File: src/verilog/lvd_consts.vh
// register addresses, field positions, reset values and timing for the supply drop detector
`ifndef LVD_CONSTS_VH
`define LVD_CONSTS_VH
`define LVD_ADDR_CONTROL     16'hff50
`define LVD_ADDR_LEVEL_SEL   16'hff51
`define LVD_LEVEL_SEL_RESET  8'h00
`define LVD_CONTROL_RESET    8'h00
`define LVD_BIT_DETECTOR_ON  7
`define LVD_BIT_RESET_MODE   1
`define LVD_BIT_BELOW_FLAG   0
`define LVD_LEVEL_CODE_MAX   4'h9
`define LVD_SETTLE_TIME_NS   200000
`define LVD_CLK_PERIOD_NS    10
`define LVD_SETTLE_CYCLES    ((`LVD_SETTLE_TIME_NS + `LVD_CLK_PERIOD_NS - 1) / `LVD_CLK_PERIOD_NS)
`endif

File: src/verilog/lvd_control.v
// control logic of the supply drop detector: level select, mode gating, reset cause
//
// Summary of operation
// level select register at ff51, reset to 00
// software writes level select as whole byte
// codes 0..9 select 4.3 V down to 2.35 V
// software writes zero into upper four bits
// reset mode: below level raises reset request
// interrupt mode: below level raises interrupt request
// reset start order: mask, level, on, wait, mode
// unmasked interrupt may fire right after enabling
// no reset if supply above when mode set
// stop reset mode: write 00 or ordered clears
// interrupt start: same steps, clear pending, unmask
// stop interrupt mode: write 00 or clear on
// handler checks flag, clears pending, re-enables
// detector reset sets reset cause bit 0
// interrupt only while on and not reset mode
// on/mode cleared except by own reset
// flag reads zero when disabled or above level
// comparator output passes two-stage synchroniser
`timescale 1ns/1ns
`include "lvd_consts.vh"

module lvd_control #(
	parameter SETTLE_CYCLES = `LVD_SETTLE_CYCLES
) (
	// clock and reset
	input  wire        clk_sys_in,
	input  wire        rst_in,
	input  wire        rst_by_detector_in,
	// internal bus
	input  wire [15:0] bus_addr_in,
	input  wire [7:0]  bus_wdata_in,
	input  wire        bus_wr_in,
	input  wire        bus_bit_wr_in,
	input  wire [2:0]  bus_bit_pos_in,
	input  wire        bus_bit_val_in,
	output reg  [7:0]  bus_rdata_out,
	// analogue comparator
	input  wire        cmp_below_async_in,
	output reg         cmp_enable_out,
	output reg  [3:0]  level_code_out,
	output reg         level_code_bad_out,
	// system requests
	output reg         reset_request_out,
	output reg         low_supply_irq_out,
	output reg         low_supply_reset_cause_out,
	input  wire        reset_cause_clear_in,
	output reg         settled_out
);

	reg        detector_on;
	reg        reset_mode_select;
	reg [3:0]  detect_level_select;
	reg        cmp_meta;
	reg        cmp_sync;
	reg [17:0] settle_cnt;
	reg [7:0]  next_control;
	wire       below_level_flag;
	wire       sel_control;
	wire       sel_level;
	wire       sel_control_byte;
	wire       sel_control_bit;
	wire       sel_level_byte;
	wire       next_reset_request;
	wire       next_irq_request;
	wire       settle_last;

	// reset values and limits taken into sized constants once
	localparam [7:0]  LEVEL_RESET   = `LVD_LEVEL_SEL_RESET;
	localparam [7:0]  CONTROL_RESET = `LVD_CONTROL_RESET;
	localparam [3:0]  LEVEL_MAX     = `LVD_LEVEL_CODE_MAX;
	localparam [15:0] ADDR_CONTROL  = `LVD_ADDR_CONTROL;
	localparam [15:0] ADDR_LEVEL    = `LVD_ADDR_LEVEL_SEL;

	// full 16-bit compare, shared by both register selects
	function addr_hit;
		input [15:0] addr;
		input [15:0] target;
		begin
			addr_hit = (addr == target);
		end
	endfunction

	// codes above nine leave the comparator threshold undefined
	function code_is_bad;
		input [3:0] code;
		begin
			code_is_bad = (code > LEVEL_MAX);
		end
	endfunction

	// control register as seen by software; bits 6 to 2 are always zero
	function [7:0] control_view;
		input on_bit;
		input mode_bit;
		input flag_bit;
		begin
			control_view = {on_bit, 5'h00, mode_bit, flag_bit};
		end
	endfunction

	assign sel_control        = addr_hit(bus_addr_in, ADDR_CONTROL);
	assign sel_level          = addr_hit(bus_addr_in, ADDR_LEVEL);
	assign sel_control_byte   = sel_control & bus_wr_in;
	assign sel_control_bit    = sel_control & bus_bit_wr_in;
	// a bit access to the level register is refused; only byte writes land
	assign sel_level_byte     = sel_level & bus_wr_in;
	assign below_level_flag   = detector_on & cmp_sync;

	// mode selects which request the gated flag feeds; never both at once
	assign next_reset_request = reset_mode_select & below_level_flag;
	assign next_irq_request   = ~reset_mode_select & below_level_flag;
	assign settle_last        = (settle_cnt >= SETTLE_CYCLES[17:0] - 18'h00001);

	// the comparator is analogue and free running, its edges unrelated to the clock
	// second stage only feeds the logic; first stage is read by nothing else
	always @(posedge clk_sys_in) begin
		cmp_meta <= cmp_below_async_in;
		cmp_sync <= cmp_meta;
	end

	// byte write or single-bit write to the control register
	always @* begin
		next_control = control_view(detector_on, reset_mode_select, 1'b0);
		if (sel_control_byte) begin
			next_control = bus_wdata_in;
		end else if (sel_control_bit) begin
			next_control[bus_bit_pos_in] = bus_bit_val_in;
		end
	end

	// own reset keeps enable and mode; any other reset clears them
	always @(posedge clk_sys_in) begin
		if (rst_in) begin
			if (!rst_by_detector_in) begin
				detector_on       <= CONTROL_RESET[`LVD_BIT_DETECTOR_ON];
				reset_mode_select <= CONTROL_RESET[`LVD_BIT_RESET_MODE];
			end
		end else begin
			detector_on       <= next_control[`LVD_BIT_DETECTOR_ON];
			reset_mode_select <= next_control[`LVD_BIT_RESET_MODE];
		end
	end

	// only byte writes load the level; upper bits are not stored
	always @(posedge clk_sys_in) begin
		if (rst_in) begin
			detect_level_select <= LEVEL_RESET[3:0];
		end else if (sel_level_byte) begin
			detect_level_select <= bus_wdata_in[3:0];
		end
	end

	// reset cause survives the detector's own reset, cleared by other resets
	// a clear strobe meeting a set is ignored: the set, made during reset, wins
	always @(posedge clk_sys_in) begin
		if (rst_in && !rst_by_detector_in) begin
			low_supply_reset_cause_out <= 1'b0;
		end else if (rst_in && rst_by_detector_in) begin
			low_supply_reset_cause_out <= 1'b1;
		end else if (reset_cause_clear_in) begin
			low_supply_reset_cause_out <= 1'b0;
		end
	end

	// comparator start-up time counter, informative only
	always @(posedge clk_sys_in) begin
		if (rst_in || !detector_on) begin
			settle_cnt  <= 18'h00000;
			settled_out <= 1'b0;
		end else if (settle_last) begin
			settled_out <= 1'b1;
		end else begin
			settle_cnt <= settle_cnt + 18'h00001;
		end
	end

	// requests are levels, held for as long as the gated flag stays high
	always @(posedge clk_sys_in) begin
		if (rst_in) begin
			reset_request_out  <= 1'b0;
			low_supply_irq_out <= 1'b0;
		end else begin
			// reset only follows a flag seen after mode set, so above-level gives none
			reset_request_out  <= next_reset_request;
			// the flag feeds the interrupt while the mode is still interrupt, so an
			// unmasked request can appear right after enabling
			low_supply_irq_out <= next_irq_request;
		end
	end

	// comparator drive, registered so the pins never glitch
	always @(posedge clk_sys_in) begin
		if (rst_in) begin
			cmp_enable_out     <= 1'b0;
			level_code_out     <= LEVEL_RESET[3:0];
			level_code_bad_out <= 1'b0;
		end else begin
			cmp_enable_out     <= detector_on;
			level_code_out     <= detect_level_select;
			level_code_bad_out <= code_is_bad(detect_level_select);
		end
	end

	// read data follows the address of the previous cycle; unmapped reads give zero
	always @(posedge clk_sys_in) begin
		if (rst_in) begin
			bus_rdata_out <= 8'h00;
		end else begin
			if (sel_control) begin
				bus_rdata_out <= control_view(detector_on, reset_mode_select, below_level_flag);
			end else if (sel_level) begin
				bus_rdata_out <= {4'h0, detect_level_select};
			end else begin
				bus_rdata_out <= 8'h00;
			end
		end
	end

endmodule // lvd_control

File: config.mk
export PLATFORM = sky130hd
export DESIGN_NAME = lvd_control
export DESIGN_NICKNAME = d
export VERILOG_FILES = /design/src/verilog/lvd_control.v
export VERILOG_INCLUDE_DIRS = /design/src /design/src/verilog
export SDC_FILE = /design/constraint.sdc
export NUM_CORES = 1
export LEC_CHECK = 0
export ABC_AREA = 1
export BUFFER_PORTS_ARGS = -buffer_cell sky130_fd_sc_hd__buf_2
export CORE_ASPECT_RATIO = 0.6
export CORE_MARGIN = 4
export CORE_UTILIZATION = 40
export CTS_CLUSTER_DIAMETER = 60
export DETAILED_ROUTE_END_ITERATION = 8
export PLACE_DENSITY = 0.64
export RECOVER_POWER = 50
export SKIP_LAST_GASP = 1
export SLEW_MARGIN = 20
export SYNTH_ARGS = -nofsm -noshare
export SYNTH_HDL_FRONTEND = slang
export SYNTH_SLANG_ARGS = --single-unit
File: constraint.sdc
create_clock -name clk_sys_in -period 3.9 [get_ports clk_sys_in]
set_input_delay 0 -clock clk_sys_in [delete_from_list [all_inputs] [get_ports clk_sys_in]]
set_output_delay 0 -clock clk_sys_in [all_outputs]
set_load 0.03 [all_outputs]
==> flow_summary.rst <==
.. list-table::
   :header-rows: 1

   * - Metric
     - Value
   * - Number of antenna-violating nets in the routed design
     - 0
   * - Cell area power density
     - 333 nW/um2
   * - Number of placement rows
     - 19
   * - Synthesized-area fraction occupied by xor and xnor cells
     - 2.17%
   * - Pin count of the biggest net entering global routing
     - 22
   * - Via count of the first global-routing pass
     - 1706
   * - Total Neg Setup Slack
     - 0 ns
   * - Hold/Removal Path Class
     - in -> reg
   * - Vertical die dimension
     - 63.0 um
   * - Post-layout minimum cycle time
     - 1.76 ns
   * - Area growth from synthesis to layout
     - 20.8%
   * - Synthesized instance count
     - 289
   * - Count of non-filler cells in the finished layout
     - 406
   * - Maximum clock frequency
     - 568 MHz
   * - Die area
     - 6280 um2
   * - Vias
     - 1936
   * - DR WL/cell
     - 11.7 um
   * - Category of the most critical setup path
     - reg -> reg
   * - Slew Limit Headroom
     - 50.8%
   * - Number of flops mapped to enable cells by yosys
     - 2
   * - Share of synthesized flip-flops with an asynchronous set or reset
     - 0%
   * - Clk_lat worst skew
     - 0.30 ns
   * - DP HPWL
     - 3500 um
   * - Most area-hungry cell type in the Yosys netlist
     - sky130_fd_sc_hd__dfxtp_1
   * - Count of pins on the block boundary
     - 53
   * - # fillers
     - 490
   * - Post-route DRC violation count
     - 0
   * - Kind of end point of the critical path
     - flip-flop
   * - Design Power
     - 811 uW
   * - Type of element launching the critical path
     - flip-flop
   * - Placed Cells
     - 391
   * - Worst-case hold slack
     - 0.0319 ns
   * - Antenna violations before repair
     - 0
   * - Area fraction in compound gates after synthesis
     - 5.71%
   * - Gpl congestion
     - 0.806
   * - Max-slew violation count
     - 0
   * - Synth top area share
     - 38.7%
   * - Initial standard-cell utilization of the core
     - 42.8%
   * - Status
     - complete, no violations
   * - Clock sink count
     - 41
   * - Core area
     - 4710 um2
   * - NumNets Final
     - 378
   * - Max-cap violations
     - 0
   * - Fraction of the yosys area taken by sequential cells
     - 41.7%
   * - Simple-gate portion of the synthesized area
     - 41.6%
   * - Leading cell type by number of instances after synthesis
     - sky130_fd_sc_hd__nand2_1
   * - DR pass1 iterations
     - 4
   * - Worst clock skew
     - 0.00836 ns
   * - Detailed-route wire length
     - 4750 um
   * - Post-CTS Resized
     - 0
   * - Number of port buffers
     - 46
   * - Count of final hold-check violations
     - 0
   * - Total routing usage reported by global routing
     - 16.0%
   * - Die X-Extent
     - 99.6 um
   * - Summed instance area of the synthesized netlist
     - 2020 um2
   * - 1st-iter DRT viols
     - 100
   * - Root buf cell
     - sky130_fd_sc_hd__clkbuf_8
   * - Crit path max fanout
     - 16
   * - Vias/cell
     - 4.77
   * - Wire length of the first global-routing pass
     - 8080 um
   * - Avg Cell Area, Syn
     - 6.97 um2
   * - Worst vdd ir
     - 285 uV
   * - Buffers from clock root to sink, at most
     - 2
   * - Total of flip-flops plus latches after synthesis
     - 41
   * - Share of the clock period used by the worst path after layout
     - 45.1%
   * - Leak pwr
     - 1.02 nW
   * - Share of cells above drive strength 1
     - 14.6%
   * - Multi-input logic area
     - 1020 um2
   * - CTS clk-pin slew, worst paths
     - 0.08 ns
   * - CTS tree
     - built
   * - Largest family of logic cells by synthesized area
     - simple AND/OR/NAND/NOR gates
   * - Worst path arrival time
     - 1.98 ns
   * - H-tree depth
     - 2
   * - Main synth FF type
     - sky130_fd_sc_hd__dfxtp_1
   * - Cts bufs inserted
     - 5
   * - Least-Margin Pin Slew
     - 0.738 ns
   * - Commonest cells in the netlist
     - sky130_fd_sc_hd__nand2_1 (83), sky130_fd_sc_hd__nor2_1 (46), sky130_fd_sc_hd__dfxtp_1 (39)
   * - Unique masters post-synth
     - 26
   * - Mux cell area share after synthesis
     - 0%
   * - Total congestion overflow after global routing
     - 0
   * - Final setup viols
     - 0
   * - RSZ-0062 raised after global routing
     - no
   * - Top post-synthesis cells by area
     - sky130_fd_sc_hd__dfxtp_1 (39%), sky130_fd_sc_hd__nand2_1 (15%), sky130_fd_sc_hd__nor2_1 (8.6%), sky130_fd_sc_hd__nand3_1 (7.7%), sky130_fd_sc_hd__inv_1 (4.7%)
   * - Storage element area
     - 841 um2
   * - Synth Warn #
     - 0
   * - Antenna cells
     - 0
   * - Post-synthesis adder-cell area fraction
     - 0.621%
   * - Required time at the endpoint of the critical path
     - 4.12 ns
==> power by group <==
group | switching [mW] | internal (mW) | total [mW] | leakage [nW]
Sequential | 0.00263 | 0.426 | 0.428 | 0.336
Combinational | 0.0266 | 0.0212 | 0.0478 | 0.626
Clock | 0.153 | 0.182 | 0.335 | 0.0556
==> worst max-delay path: stages, from the launching register on <==
cell	delay (ns)
sky130_fd_sc_hd__dfxtp_1	0.42
sky130_fd_sc_hd__ha_1	0.25
sky130_fd_sc_hd__nand2_1	0.10
sky130_fd_sc_hd__nor2_4	0.20
sky130_fd_sc_hd__nand3_4	0.24
sky130_fd_sc_hd__nand3_4	0.25
sky130_fd_sc_hd__nand2_1	0.08
sky130_fd_sc_hd__a21oi_1	0.13
==> metrics by stage <==
stage	setup slack (ns)	utilization (%)	area, um2
2_1_floorplan	2.48	-	2020
3_3_place_gp	2.18	48.2	2270
3_5_place_dp	2.15	48.2	2270
4_1_cts	2.13	52.1	2450
5_1_grt	1.97	51.7	2430
6_report	2.14	51.7	2430
==> final timing paths <==
kind                                      from               end  slack [ns]  cells after the start
worst min-delay path            bus_addr_in[1]  bus_rdata_out[7]        0.03                      4
worst max register to register   settle_cnt[0]    settle_cnt[14]        2.14                      7
worst max-delay path             settle_cnt[0]    settle_cnt[14]        2.14                      7
worst min register to register        cmp_meta          cmp_sync        0.34                      0
==> kinds of logic after synthesis <==
group,after synthesis
compound gates,21
xor+xnor,5
fa+ha+maj,1
buf+inv,35
flops,41
other cells,1
simple gates,185
==> sequential cells by signal, summed over array words and instances (netlist names) <==
signal / cells
cmp_sync: 1
reset_request_out: 1
low_supply_irq_out: 1
cmp_meta: 1
detector_on: 1
reset_mode_select: 1
cmp_enable_out: 1
settle_cnt: 18
settled_out: 1
detect_level_select: 4
level_code_bad_out: 1
bus_rdata_out: 5
level_code_out: 4
low_supply_reset_cause_out: 1
==> what timing repair did <==
item / 4_1_cts / 5_1_grt
hold buffers: 7 / 0
hold endpoints to repair: 6 / 0
setup buffers: 0 / 0
==> metal layers <==
layer | vias to the layer above | wire length [um] | GRT usage (%)
met5 | - | 0 | 0
met1 | 848 | 2450 | 23.8
met3 | 5 | 457 | 4.68
met4 | 0 | 47 | 6.13
li1 | 1022 | - | -
met2 | 61 | 1800 | 21.4
==> cells in the final DEF (no fill, tap or decap), types with 3 or more instances in the layout <==
master                          instances
sky130_fd_sc_hd__a21oi_1               15
sky130_fd_sc_hd__buf_2                 31
sky130_fd_sc_hd__clkbuf_1              15
sky130_fd_sc_hd__clkbuf_8               6
sky130_fd_sc_hd__conb_1                 3
sky130_fd_sc_hd__dfxtp_1               39
sky130_fd_sc_hd__dlygate4sd3_1          7
sky130_fd_sc_hd__inv_1                 25
sky130_fd_sc_hd__nand2_1               83
sky130_fd_sc_hd__nand3_1               31
sky130_fd_sc_hd__nand3b_1               3
sky130_fd_sc_hd__nand4_1                5
sky130_fd_sc_hd__nor2_1                46
sky130_fd_sc_hd__nor2_4                 4
sky130_fd_sc_hd__nor3_1                 5
sky130_fd_sc_hd__o21ai_0                3
sky130_fd_sc_hd__xor2_1                 5
==> final cells by class <==
| class | instances | area share [%] |
|---|---|---|
| multi-input cells | 215 | 41.9 |
| flip-flops and latches | 41 | 34.5 |
| repair buffers | 53 | 11.6 |
| clock buffers | 7 | 4.42 |
| inverters | 26 | 4.01 |
| well taps | 63 | 3.24 |
| clock inverters | 1 | 0.308 |
Note: power is estimated with default switching activity, not from simulation.
